`src/adc_seq_pkg.sv`:
```
`default_nettype none
package adc_seq_pkg;

  // ==========================================================================
  // Register word indices (byte address is four times the index)
  localparam logic [2:0] IDX_CONTROL_ONE    = 3'h0;
  localparam logic [2:0] IDX_CONTROL_TWO    = 3'h1;
  localparam logic [2:0] IDX_CONTROL_THREE  = 3'h2;
  localparam logic [2:0] IDX_AUX_CHAN_SEL   = 3'h3;
  localparam logic [2:0] IDX_MAIN_CHAN_SEL  = 3'h4;

  localparam logic [15:0] RESET_VALUE       = 16'h0000;
  localparam logic [15:0] ONE_WRITE_MASK    = 16'h80EC;
  localparam logic [15:0] TWO_WRITE_MASK    = 16'hE73F;
  localparam logic [15:0] THREE_WRITE_MASK  = 16'h9FFF;
  localparam logic [15:0] AUX_WRITE_MASK    = 16'h0707;
  localparam logic [15:0] MAIN_WRITE_MASK   = 16'h9F9F;

  // ==========================================================================
  // Field positions
  localparam int ONE_MODULE_ON_BIT   = 15;
  localparam int ONE_TRIG_LSB        = 5;
  localparam int ONE_AUTO_START_BIT  = 2;
  localparam int ONE_SAMPLE_BIT      = 1;
  localparam int ONE_DONE_BIT        = 0;
  localparam int TWO_VREF_LSB        = 13;
  localparam int TWO_SCAN_BIT        = 10;
  localparam int TWO_CHCOUNT_LSB     = 8;
  localparam int TWO_HALF_BIT        = 7;
  localparam int TWO_SEQ_IRQ_LSB     = 2;
  localparam int TWO_SPLIT_BIT       = 1;
  localparam int TWO_ALT_BIT         = 0;
  localparam int THREE_SRC_BIT       = 15;
  localparam int THREE_AUTO_SAMPLE_TIME_LSB      = 8;
  localparam int AUX_NEG_B_LSB       = 9;
  localparam int AUX_POS_B_BIT       = 8;
  localparam int AUX_NEG_A_LSB       = 1;
  localparam int AUX_POS_A_BIT       = 0;
  localparam int MAIN_NEG_B_BIT      = 15;
  localparam int MAIN_POS_B_LSB      = 8;
  localparam int MAIN_NEG_A_BIT      = 7;
  localparam int MAIN_POS_A_LSB      = 0;

  // ==========================================================================
  // Codes
  localparam logic [2:0] TRIG_SOFTWARE = 3'h0;
  localparam logic [2:0] TRIG_EXT_PIN  = 3'h1;
  localparam logic [2:0] TRIG_TIMER    = 3'h2;
  localparam logic [2:0] TRIG_PWM      = 3'h3;
  localparam logic [2:0] TRIG_CHARGE   = 3'h6;
  localparam logic [2:0] TRIG_AUTO     = 3'h7;
  localparam logic [1:0] CHCOUNT_ONE   = 2'h0;
  localparam logic [1:0] CHCOUNT_TWO   = 2'h1;
  localparam logic [7:0] DIVIDER_MAX   = 8'h3F;
  localparam logic [3:0] BUF_SECOND    = 4'h8;
  localparam logic [1:0] AUX_NEG_SET_HI = 2'h3;
  localparam logic [3:0] AUX_POS_HI_BASE = 4'h3;
  localparam logic [3:0] AUX_NEG_HI_BASE = 4'h9;
  localparam logic [3:0] AUX_NEG_LO_BASE = 4'h6;

  typedef enum logic [1:0] {ST_IDLE, ST_SAMPLE, ST_CONVERT} seq_state_e;

  // Analog multiplexer selection toward the sample-and-hold front end
  typedef struct packed {
    logic [4:0]       ch0_pos;
    logic             ch0_neg_an1;
    logic [2:0][3:0]  aux_pos;
    logic             aux_neg_gnd;
    logic [2:0][3:0]  aux_neg;
  } mux_sel_s;

endpackage : adc_seq_pkg
`default_nettype wire

```
`src/adc_sequencer_control.sv`:
```
// Contract
// - Manual mode: software one starts sampling
// - Source zero: software zero converts; else hardware
// - Done set at finish, cleared at start
// - Software clears done only; conversion unaffected
// - Reference always analog supply and ground
// - Scan steps channel 0 positive input
// - Channel count: one, two or four
// - Half status shows half being filled
// - Interrupt every N+1 sequences
// - Split mode alternates buffer halves per interrupt
// - Alternate mode toggles Sample A/B sets
// - RC source ignores divider
// - Auto-sample lasts field value conversion periods
// - Conversion period is divider plus one
// - Aux negative: ground, inputs 6-8 or 9-11
// - Aux positive: inputs 0-2 or 3-5
// - Channel 0 negative: input 1 or ground
// - Channel 0 positive code routing
// - Auto-start resamples after the last conversion of each sequence
// - Code 111 counter ends sampling
//
// The Avalon-MM register port and the placing of the registers were left to the implementer.
`timescale 1ns/1ns
`default_nettype none
module adc_sequencer_control #(
  parameter int CONV_PERIODS = 12
) (
  input  wire logic                   clk_sys_i,
  input  wire logic                   reset_i,
  input  wire logic [2:0]             avs_address_i,
  input  wire logic                   avs_read_i,
  input  wire logic                   avs_write_i,
  input  wire logic [31:0]            avs_writedata_i,
  input  wire logic [3:0]             avs_byteenable_i,
  output logic      [31:0]            avs_readdata_o,
  output logic                        avs_waitrequest_o,
  input  wire logic                   ext_trigger_i,
  input  wire logic                   rc_osc_i,
  input  wire logic                   timer_match_i,
  input  wire logic                   pwm_trigger_i,
  input  wire logic                   charge_trigger_i,
  input  wire logic [15:0]            scan_list_i,
  output adc_seq_pkg::mux_sel_s       mux_sel_o,
  output logic                        vref_pos_avdd_o,
  output logic                        vref_neg_avss_o,
  output logic                        sampling_o,
  output logic                        conv_start_o,
  output logic                        conv_clk_tick_o,
  output logic                        result_write_o,
  output logic      [3:0]             result_index_o,
  output logic                        irq_event_o
);
  import adc_seq_pkg::*;

  // ==========================================================================
  // Helpers
  function automatic logic [15:0] merge(input logic [15:0] old, input logic [15:0] wd,
                                        input logic [1:0] be, input logic [15:0] mask);
    logic [15:0] lanes;
    lanes = {{8{be[1]}}, {8{be[0]}}} & mask;
    merge = (old & ~lanes) | (wd & lanes);
  endfunction : merge

  function automatic logic [4:0] next_scan(input logic [4:0] cur, input logic [15:0] list);
    logic [4:0] cand;
    logic       found;
    next_scan = cur;
    found = 1'b0;
    for (int i = 1; i <= 16; i++) begin
      cand = 5'((int'(cur) + i) % 16);
      if (!found && list[cand[3:0]]) begin
        next_scan = cand;
        found = 1'b1;
      end
    end
  endfunction : next_scan

  function automatic logic [3:0] aux_pos_map(input logic sel, input int k);
    aux_pos_map = sel ? 4'(AUX_POS_HI_BASE + 4'(k)) : 4'(k);
  endfunction : aux_pos_map

  function automatic logic [3:0] aux_neg_map(input logic [1:0] sel, input int k);
    aux_neg_map = (sel == AUX_NEG_SET_HI) ? 4'(AUX_NEG_HI_BASE + 4'(k))
                                          : 4'(AUX_NEG_LO_BASE + 4'(k));
  endfunction : aux_neg_map

  // ==========================================================================
  // Pin synchronisers
  logic [2:0] ext_sync_q, ext_sync_d;
  logic [2:0] rc_sync_q,  rc_sync_d;
  always_comb begin
    ext_sync_d = {ext_sync_q[1:0], ext_trigger_i};
    rc_sync_d  = {rc_sync_q[1:0], rc_osc_i};
  end
  always_ff @(posedge clk_sys_i) begin
    if (reset_i) begin
      ext_sync_q <= 3'h0;
      rc_sync_q  <= 3'h0;
    end else begin
      ext_sync_q <= ext_sync_d;
      rc_sync_q  <= rc_sync_d;
    end
  end
  logic ext_edge, rc_edge;
  assign ext_edge = ext_sync_q[1] & ~ext_sync_q[2];
  assign rc_edge  = rc_sync_q[1] & ~rc_sync_q[2];

  // ==========================================================================
  // Avalon slave, one wait state per access
  logic        ack_q, ack_d;
  logic [31:0] rdata_q, rdata_d;
  logic        req, wr_take;
  logic [15:0] one_q, two_q, three_q, aux_q, main_q;
  logic [15:0] one_rd, two_rd;
  logic        done_q, half_q;
  seq_state_e  state_q, state_d;

  assign req               = avs_read_i | avs_write_i;
  assign avs_waitrequest_o = req & ~ack_q;
  assign wr_take           = avs_write_i & ack_q;
  assign avs_readdata_o    = rdata_q;

  always_comb begin
    one_rd = one_q & ONE_WRITE_MASK;
    one_rd[ONE_SAMPLE_BIT] = (state_q == ST_SAMPLE);
    one_rd[ONE_DONE_BIT]   = done_q;
    two_rd = two_q & TWO_WRITE_MASK;
    two_rd[TWO_HALF_BIT]   = half_q & two_q[TWO_SPLIT_BIT];
    ack_d   = req & ~ack_q;
    rdata_d = rdata_q;
    if (avs_read_i && !ack_q) begin
      case (avs_address_i)
        IDX_CONTROL_ONE:   rdata_d = {16'h0000, one_rd};
        IDX_CONTROL_TWO:   rdata_d = {16'h0000, two_rd};
        IDX_CONTROL_THREE: rdata_d = {16'h0000, three_q};
        IDX_AUX_CHAN_SEL:  rdata_d = {16'h0000, aux_q};
        IDX_MAIN_CHAN_SEL: rdata_d = {16'h0000, main_q};
        default:           rdata_d = 32'h0000_0000;
      endcase
    end
  end
  always_ff @(posedge clk_sys_i) begin
    if (reset_i) begin
      ack_q   <= 1'b0;
      rdata_q <= 32'h0000_0000;
    end else begin
      ack_q   <= ack_d;
      rdata_q <= rdata_d;
    end
  end

  // ==========================================================================
  // Control registers and field views
  logic [15:0] one_d, two_d, three_d, aux_d, main_d;
  logic        wr_one;
  always_comb begin
    wr_one  = wr_take && (avs_address_i == IDX_CONTROL_ONE);
    one_d   = one_q;
    two_d   = two_q;
    three_d = three_q;
    aux_d   = aux_q;
    main_d  = main_q;
    if (wr_take) begin
      case (avs_address_i)
        IDX_CONTROL_ONE:   one_d   = merge(one_q, avs_writedata_i[15:0],
                                           avs_byteenable_i[1:0], ONE_WRITE_MASK);
        IDX_CONTROL_TWO:   two_d   = merge(two_q, avs_writedata_i[15:0],
                                           avs_byteenable_i[1:0], TWO_WRITE_MASK);
        IDX_CONTROL_THREE: three_d = merge(three_q, avs_writedata_i[15:0],
                                           avs_byteenable_i[1:0], THREE_WRITE_MASK);
        IDX_AUX_CHAN_SEL:  aux_d   = merge(aux_q, avs_writedata_i[15:0],
                                           avs_byteenable_i[1:0], AUX_WRITE_MASK);
        IDX_MAIN_CHAN_SEL: main_d  = merge(main_q, avs_writedata_i[15:0],
                                           avs_byteenable_i[1:0], MAIN_WRITE_MASK);
        default: ;
      endcase
    end
  end
  always_ff @(posedge clk_sys_i) begin
    if (reset_i) begin
      one_q   <= RESET_VALUE;
      two_q   <= RESET_VALUE;
      three_q <= RESET_VALUE;
      aux_q   <= RESET_VALUE;
      main_q  <= RESET_VALUE;
    end else begin
      one_q   <= one_d;
      two_q   <= two_d;
      three_q <= three_d;
      aux_q   <= aux_d;
      main_q  <= main_d;
    end
  end

  logic       module_on, sample_auto_start, scan_enable, split_buffer_mode;
  logic       alternate_sample_mode, conv_clock_source;
  logic [2:0] trigger_source_sel;
  logic [1:0] channel_count_sel;
  logic [3:0] sequences_per_irq;
  logic [4:0] auto_sample_time;
  logic [7:0] conv_clock_divider, div_eff;
  logic       wr_sample_enable_bit, wr_done_bit, be_low;
  assign module_on             = one_q[ONE_MODULE_ON_BIT];
  assign trigger_source_sel    = one_q[ONE_TRIG_LSB +: 3];
  assign sample_auto_start     = one_q[ONE_AUTO_START_BIT];
  assign scan_enable           = two_q[TWO_SCAN_BIT];
  assign channel_count_sel     = two_q[TWO_CHCOUNT_LSB +: 2];
  assign sequences_per_irq     = two_q[TWO_SEQ_IRQ_LSB +: 4];
  assign split_buffer_mode     = two_q[TWO_SPLIT_BIT];
  assign alternate_sample_mode = two_q[TWO_ALT_BIT];
  assign conv_clock_source     = three_q[THREE_SRC_BIT];
  assign auto_sample_time      = three_q[THREE_AUTO_SAMPLE_TIME_LSB +: 5];
  assign conv_clock_divider    = three_q[7:0];
  assign be_low                = wr_one & avs_byteenable_i[0];
  assign wr_sample_enable_bit           = avs_writedata_i[ONE_SAMPLE_BIT];
  assign wr_done_bit           = avs_writedata_i[ONE_DONE_BIT];
  // Reserved divider codes clamp to the longest legal period
  assign div_eff = (conv_clock_divider > DIVIDER_MAX) ? DIVIDER_MAX : conv_clock_divider;
  assign vref_pos_avdd_o = 1'b1;
  assign vref_neg_avss_o = 1'b1;

  // ==========================================================================
  // Sequencer
  logic [7:0] div_cnt_q, div_cnt_d;
  logic       tick_q, tick_d;
  logic [4:0] smp_cnt_q, smp_cnt_d;
  logic [4:0] cvt_cnt_q, cvt_cnt_d;
  logic [1:0] ch_idx_q, ch_idx_d, ch_last;
  logic [3:0] seq_cnt_q, seq_cnt_d, buf_ptr_q, buf_ptr_d, res_idx_q, res_idx_d;
  logic [4:0] scan_ptr_q, scan_ptr_d;
  logic       done_d, half_d, use_b_q, use_b_d;
  logic       start_q, start_d, res_wr_q, res_wr_d, irq_q, irq_d;
  logic       trig_hit, seq_end, ch_end;
  mux_sel_s   mux_q, mux_d;

  assign ch_last = channel_count_sel[1] ? 2'h3 :
                   (channel_count_sel == CHCOUNT_TWO) ? 2'h1 : 2'h0;
  assign ch_end  = (state_q == ST_CONVERT) && tick_q
                   && (cvt_cnt_q == 5'(CONV_PERIODS - 1));
  assign seq_end = ch_end && (ch_idx_q == ch_last);

  always_comb begin
    case (trigger_source_sel)
      TRIG_EXT_PIN: trig_hit = ext_edge;
      TRIG_TIMER:   trig_hit = timer_match_i;
      TRIG_PWM:     trig_hit = pwm_trigger_i;
      TRIG_CHARGE:  trig_hit = charge_trigger_i;
      TRIG_AUTO:    trig_hit = (smp_cnt_q >= auto_sample_time);
      default:      trig_hit = 1'b0;
    endcase
  end

  always_comb begin
    div_cnt_d = div_cnt_q;
    tick_d    = 1'b0;
    if (conv_clock_source) begin
      div_cnt_d = 8'h00;
      tick_d    = rc_edge;
    end else if (div_cnt_q >= div_eff) begin
      div_cnt_d = 8'h00;
      tick_d    = 1'b1;
    end else begin
      div_cnt_d = div_cnt_q + 8'h01;
    end
    state_d    = state_q;
    smp_cnt_d  = smp_cnt_q;
    cvt_cnt_d  = cvt_cnt_q;
    ch_idx_d   = ch_idx_q;
    seq_cnt_d  = seq_cnt_q;
    buf_ptr_d  = buf_ptr_q;
    res_idx_d  = res_idx_q;
    scan_ptr_d = scan_ptr_q;
    half_d     = half_q;
    use_b_d    = use_b_q;
    start_d    = 1'b0;
    res_wr_d   = 1'b0;
    irq_d      = 1'b0;
    done_d     = done_q;
    if (be_low && !wr_done_bit) begin
      done_d = 1'b0;
    end
    case (state_q)
      ST_IDLE: begin
        if (sample_auto_start ||
            (be_low && wr_sample_enable_bit)) begin
          state_d   = ST_SAMPLE;
          smp_cnt_d = 5'h00;
        end
      end
      ST_SAMPLE: begin
        if (tick_q && smp_cnt_q != 5'h1F) begin
          smp_cnt_d = smp_cnt_q + 5'h01;
        end
        if ((trigger_source_sel == TRIG_SOFTWARE) ? (be_low && !wr_sample_enable_bit)
                                                   : trig_hit) begin
          state_d   = ST_CONVERT;
          start_d   = 1'b1;
          done_d    = 1'b0;
          cvt_cnt_d = 5'h00;
          ch_idx_d  = 2'h0;
        end
      end
      ST_CONVERT: begin
        if (tick_q) begin
          cvt_cnt_d = ch_end ? 5'h00 : cvt_cnt_q + 5'h01;
        end
        if (ch_end) begin
          res_wr_d  = 1'b1;
          res_idx_d = buf_ptr_q;
          buf_ptr_d = buf_ptr_q + 4'h1;
          ch_idx_d  = ch_idx_q + 2'h1;
        end
        if (seq_end) begin
          done_d    = 1'b1;
          use_b_d   = alternate_sample_mode ? ~use_b_q : 1'b0;
          if (scan_enable && !use_b_q) begin
            scan_ptr_d = next_scan(scan_ptr_q, scan_list_i);
          end
          seq_cnt_d = seq_cnt_q + 4'h1;
          if (seq_cnt_q == sequences_per_irq) begin
            irq_d     = 1'b1;
            seq_cnt_d = 4'h0;
            if (split_buffer_mode) begin
              half_d    = ~half_q;
              buf_ptr_d = half_q ? 4'h0 : BUF_SECOND;
            end else begin
              half_d    = 1'b0;
              buf_ptr_d = 4'h0;
            end
          end
          state_d   = sample_auto_start ? ST_SAMPLE : ST_IDLE;
          smp_cnt_d = 5'h00;
        end
      end
      default: state_d = ST_IDLE;
    endcase
    if (!module_on) begin
      state_d = ST_IDLE;
    end
  end

  // Multiplexer selection for the set in use
  always_comb begin
    logic       pos_sel;
    logic [1:0] neg_sel;
    pos_sel = use_b_q ? aux_q[AUX_POS_B_BIT] : aux_q[AUX_POS_A_BIT];
    neg_sel = use_b_q ? aux_q[AUX_NEG_B_LSB +: 2] : aux_q[AUX_NEG_A_LSB +: 2];
    mux_d = '0;
    if (use_b_q) begin
      mux_d.ch0_pos     = main_q[MAIN_POS_B_LSB +: 5];
      mux_d.ch0_neg_an1 = main_q[MAIN_NEG_B_BIT];
    end else begin
      mux_d.ch0_pos     = scan_enable ? scan_ptr_q : main_q[MAIN_POS_A_LSB +: 5];
      mux_d.ch0_neg_an1 = main_q[MAIN_NEG_A_BIT];
    end
    mux_d.aux_neg_gnd = ~neg_sel[1];
    for (int k = 0; k < 3; k++) begin
      mux_d.aux_pos[k] = aux_pos_map(pos_sel, k);
      mux_d.aux_neg[k] = neg_sel[1] ? aux_neg_map(neg_sel, k) : 4'h0;
    end
  end

  always_ff @(posedge clk_sys_i) begin
    if (reset_i) begin
      state_q    <= ST_IDLE;
      div_cnt_q  <= 8'h00;
      tick_q     <= 1'b0;
      smp_cnt_q  <= 5'h00;
      cvt_cnt_q  <= 5'h00;
      ch_idx_q   <= 2'h0;
      seq_cnt_q  <= 4'h0;
      buf_ptr_q  <= 4'h0;
      res_idx_q  <= 4'h0;
      scan_ptr_q <= 5'h00;
      done_q     <= 1'b0;
      half_q     <= 1'b0;
      use_b_q    <= 1'b0;
      start_q    <= 1'b0;
      res_wr_q   <= 1'b0;
      irq_q      <= 1'b0;
      mux_q      <= '0;
    end else begin
      state_q    <= state_d;
      div_cnt_q  <= div_cnt_d;
      tick_q     <= tick_d;
      smp_cnt_q  <= smp_cnt_d;
      cvt_cnt_q  <= cvt_cnt_d;
      ch_idx_q   <= ch_idx_d;
      seq_cnt_q  <= seq_cnt_d;
      buf_ptr_q  <= buf_ptr_d;
      res_idx_q  <= res_idx_d;
      scan_ptr_q <= scan_ptr_d;
      done_q     <= done_d;
      half_q     <= half_d;
      use_b_q    <= use_b_d;
      start_q    <= start_d;
      res_wr_q   <= res_wr_d;
      irq_q      <= irq_d;
      mux_q      <= mux_d;
    end
  end

  assign mux_sel_o       = mux_q;
  assign sampling_o      = (state_q == ST_SAMPLE);
  assign conv_start_o    = start_q;
  assign conv_clk_tick_o = tick_q;
  assign result_write_o  = res_wr_q;
  assign result_index_o  = res_idx_q;
  assign irq_event_o     = irq_q;
endmodule : adc_sequencer_control
`default_nettype wire

```
`config.mk`:
```
export PLATFORM = sky130hd
export DESIGN_NAME = adc_sequencer_control
export DESIGN_NICKNAME = d
export VERILOG_FILES = /design/src/adc_seq_pkg.sv /design/src/adc_sequencer_control.sv
export SDC_FILE = /design/constraint.sdc
export NUM_CORES = 1
export LEC_CHECK = 0
export ABC_AREA = 1
export BUFFER_PORTS_ARGS = -buffer_cell sky130_fd_sc_hd__buf_2
export CAP_MARGIN = 10
export CORE_AREA = 3 3 111 124
export CTS_CLUSTER_SIZE = 12
export DETAILED_ROUTE_END_ITERATION = 12
export DIE_AREA = 0 0 114 127
export PLACE_DENSITY = 0.83
export SYNTH_ARGS = -nofsm -noshare
export SYNTH_HDL_FRONTEND = slang
export SYNTH_SLANG_ARGS = --single-unit
```
`constraint.sdc`:
```
create_clock -name clk_sys_i -period 7.25 [get_ports clk_sys_i]
set_clock_uncertainty 0.05 [all_clocks]
set_input_delay 2.175 -clock clk_sys_i [delete_from_list [all_inputs] [get_ports clk_sys_i]]
set_output_delay 2.175 -clock clk_sys_i [all_outputs]
set_load 0.005 [all_outputs]
```
==> out/qor.txt <==
Antenna-violating nets left -> 0
Dominant synthesized flop cell -> dfxtp_1
Final-report hold violation count -> 0
Maximum Capacitance Violations -> 0
Critical path arrival -> 5.00 ns
Pleak -> 0.00394 uW
Detailed Place HPWL -> 14600 um
Post-synth EDFFs -> 0
Die area -> 0.0145 mm^2
Async set or reset register ratio after synthesis -> 0%
Clock latency on the worst-skew pair -> 0.42 ns
Power Density -> 197 mW/mm^2
Port bufs -> 96
DIE WIDTH -> 114 um
Vias in the first global route -> 6902
# H-tree levels -> 4
Global-route wire length before repair -> 32700 um
Clock tree buffer depth -> 2
Synthesized area -> 0.00766 mm^2
Most frequent cells in the layout -> 213 x nand2_1, 154 x inv_1, 130 x dfxtp_1
FMAX -> 208 MHz
Setup CP Type -> input pin to flip-flop
Clock-pin slew on the worst setup and hold paths -> 0.06 ns
Power, Total -> 1690 uW
Largest net degree at the start of global routing -> 64
Final setup viols -> 0
Distinct cells, synth -> 44
Post-synthesis average cell area -> 6.81 um^2
Nets -> 1294
DRC viols -> 0
RSZ-0062 raised after global routing -> false
Initial core utilization -> 60.9%
Row count -> 43
Area Growth Syn to Fin -> 12.2%
Total GRT Usage -> 27.9%
DIE HEIGHT -> 127 um
Clock root cell -> clkbuf_16
Max VDD drop -> 0.162 mV
Vias -> 7537
Yosys reg bits -> 130
Max-slew violations -> 0
Clock sink count -> 130
Most common library cell in the layout ignoring fill and taps -> nand2_1
Vias per cell -> 5.51
Fin util -> 68.3%
GP Congestion -> 0.957
Antenna Cells -> 0
Post-route worst setup slack -> 2.45 ns
Crit end category -> flip-flop
Seq/Total Area, Yosys -> 34.0%
Hold crit path type -> flip-flop to flip-flop
Relative slew slack -> 38.3%
GR Overflow Total -> 0
Startpoint types -> input pin
Setup TNS -> 0 ns
Io pins -> 139
Dpl ws -> 2.24 ns
Drt first pass iters -> 5
Fin crit share -> 66.2%
Wirelength per Cell -> 14.6 um
Post-CTS setup repair buffer count -> 0
Inserted Clock Buffers -> 17
Ratio of cells with drive above 1 in the final layout -> 13.2%
Hold buffers post-CTS -> 0
CTS tree -> built
Gate count after technology mapping -> 1125
Outcome -> finished clean
Req. time, crit path -> 7.45 ns
Yosys warns -> 0
Crit path max fanout -> 12
CORE AREA -> 0.0126 mm^2
Initial drt markers -> 696
Post-CTS Resized -> 0
Drt total wl -> 20000 um
Worst slew pin tran -> 0.925 ns
Number of fill cells -> 1103
Min Tclk post-route -> 4.80 ns
Antenna violations before repair -> 0
==> critical path, stage by stage <==
cell and delay (ns):
buf_2 0.12, nor2_1 0.13, inv_1 0.07, nor2_1 0.36, inv_1 0.20, nor2_1 0.27, nand2_1 0.31, nor4_1 0.26
a221oi_1 0.20, nand2_1 0.17, nand2_1 0.15, inv_1 0.12, o21ai_0 0.17, o21ai_0 0.21, a21oi_1 0.10
==> final timing paths <==
kind	depth (start not counted)	endpoint	slack [ns]	from
worst max-delay path	15	ch_idx_q[1]	2.45	avs_address_i[1]
worst min-delay path	2	ext_sync_q[1]	0.35	ext_sync_q[0]
worst max register to register	23	scan_ptr_q[3]	2.51	scan_ptr_q[1]
worst min register to register	2	ext_sync_q[1]	0.35	ext_sync_q[0]
==> layout make-up <==
class,instances,area (um^2),area share [%]
multi-input cells,784,4090,47.5
flip-flops and latches,130,2600,30.3
inverters,167,627,7.29
repair buffers,99,503,5.85
clock buffers,17,425,4.95
well taps,157,196,2.28
clock inverters,15,158,1.83
==> cell usage after synthesis, types with 4 or more instances <==
| master | n | area [um^2] |
|---|---|---|
| nand2_1 | 213 | 800 |
| inv_1 | 154 | 578 |
| dfxtp_1 | 130 | 2600 |
| nand3_1 | 112 | 561 |
| o21ai_0 | 101 | 505 |
| a21oi_1 | 98 | 490 |
| nor2_1 | 78 | 293 |
| buf_4 | 42 | 315 |
| ha_1 | 31 | 388 |
| clkbuf_1 | 21 | 78.8 |
| nor3_1 | 18 | 90.1 |
| xor2_1 | 16 | 140 |
| o22ai_1 | 13 | 81.3 |
| nand4_1 | 11 | 68.8 |
| inv_2 | 10 | 37.5 |
| o21a_1 | 9 | 67.6 |
| nand2_2 | 6 | 37.5 |
| a211oi_1 | 5 | 37.5 |
| nor2_4 | 5 | 56.3 |
| o21ai_1 | 5 | 25.0 |
| nor3b_1 | 4 | 30.0 |
| o211ai_1 | 4 | 30.0 |
==> stage by stage <==
stage               area [um^2]  hold WS, ns  std cells
global route               8600        0.368       1369
finish                     8600        0.354       1369
global placement           8010        0.340       1337
detailed placement         8010        0.349       1337
CTS                        8600        0.357       1369
floorplan                  7750        0.338       1149
==> kinds of logic (layout without fill, tap and decap cells) <==
group / after synthesis / count (layout) / share of synthesized area [%]
compound gates: 248 / 248 / 17.6
flops: 130 / 130 / 34.0
other cells: 2 / 26 / 0.0980
fa+ha+maj: 31 / 31 / 5.06
buf+inv: 235 / 298 / 13.9
xor+xnor: 21 / 21 / 2.60
simple gates: 457 / 457 / 26.7
mux: 1 / 1 / 0.131
==> report_power, final <==
group / switching (uW) / internal, uW / total, uW
combinational: 81.1 / 40.6 / 122
sequential: 5.60 / 723 / 728
clock: 333 / 509 / 842
total: 419 / 1270 / 1690
==> layer usage <==
layer | vias to the layer above | wire, um | track usage (%)
met5 | - | 0 | 0
met4 | 0 | 515 | 11.6
met3 | 41 | 1500 | 5.83
met2 | 312 | 9540 | 46.2
met1 | 3401 | 8450 | 35.1
li1 | 3783 | - | -
Note: power is estimated with default switching activity, not from simulation.
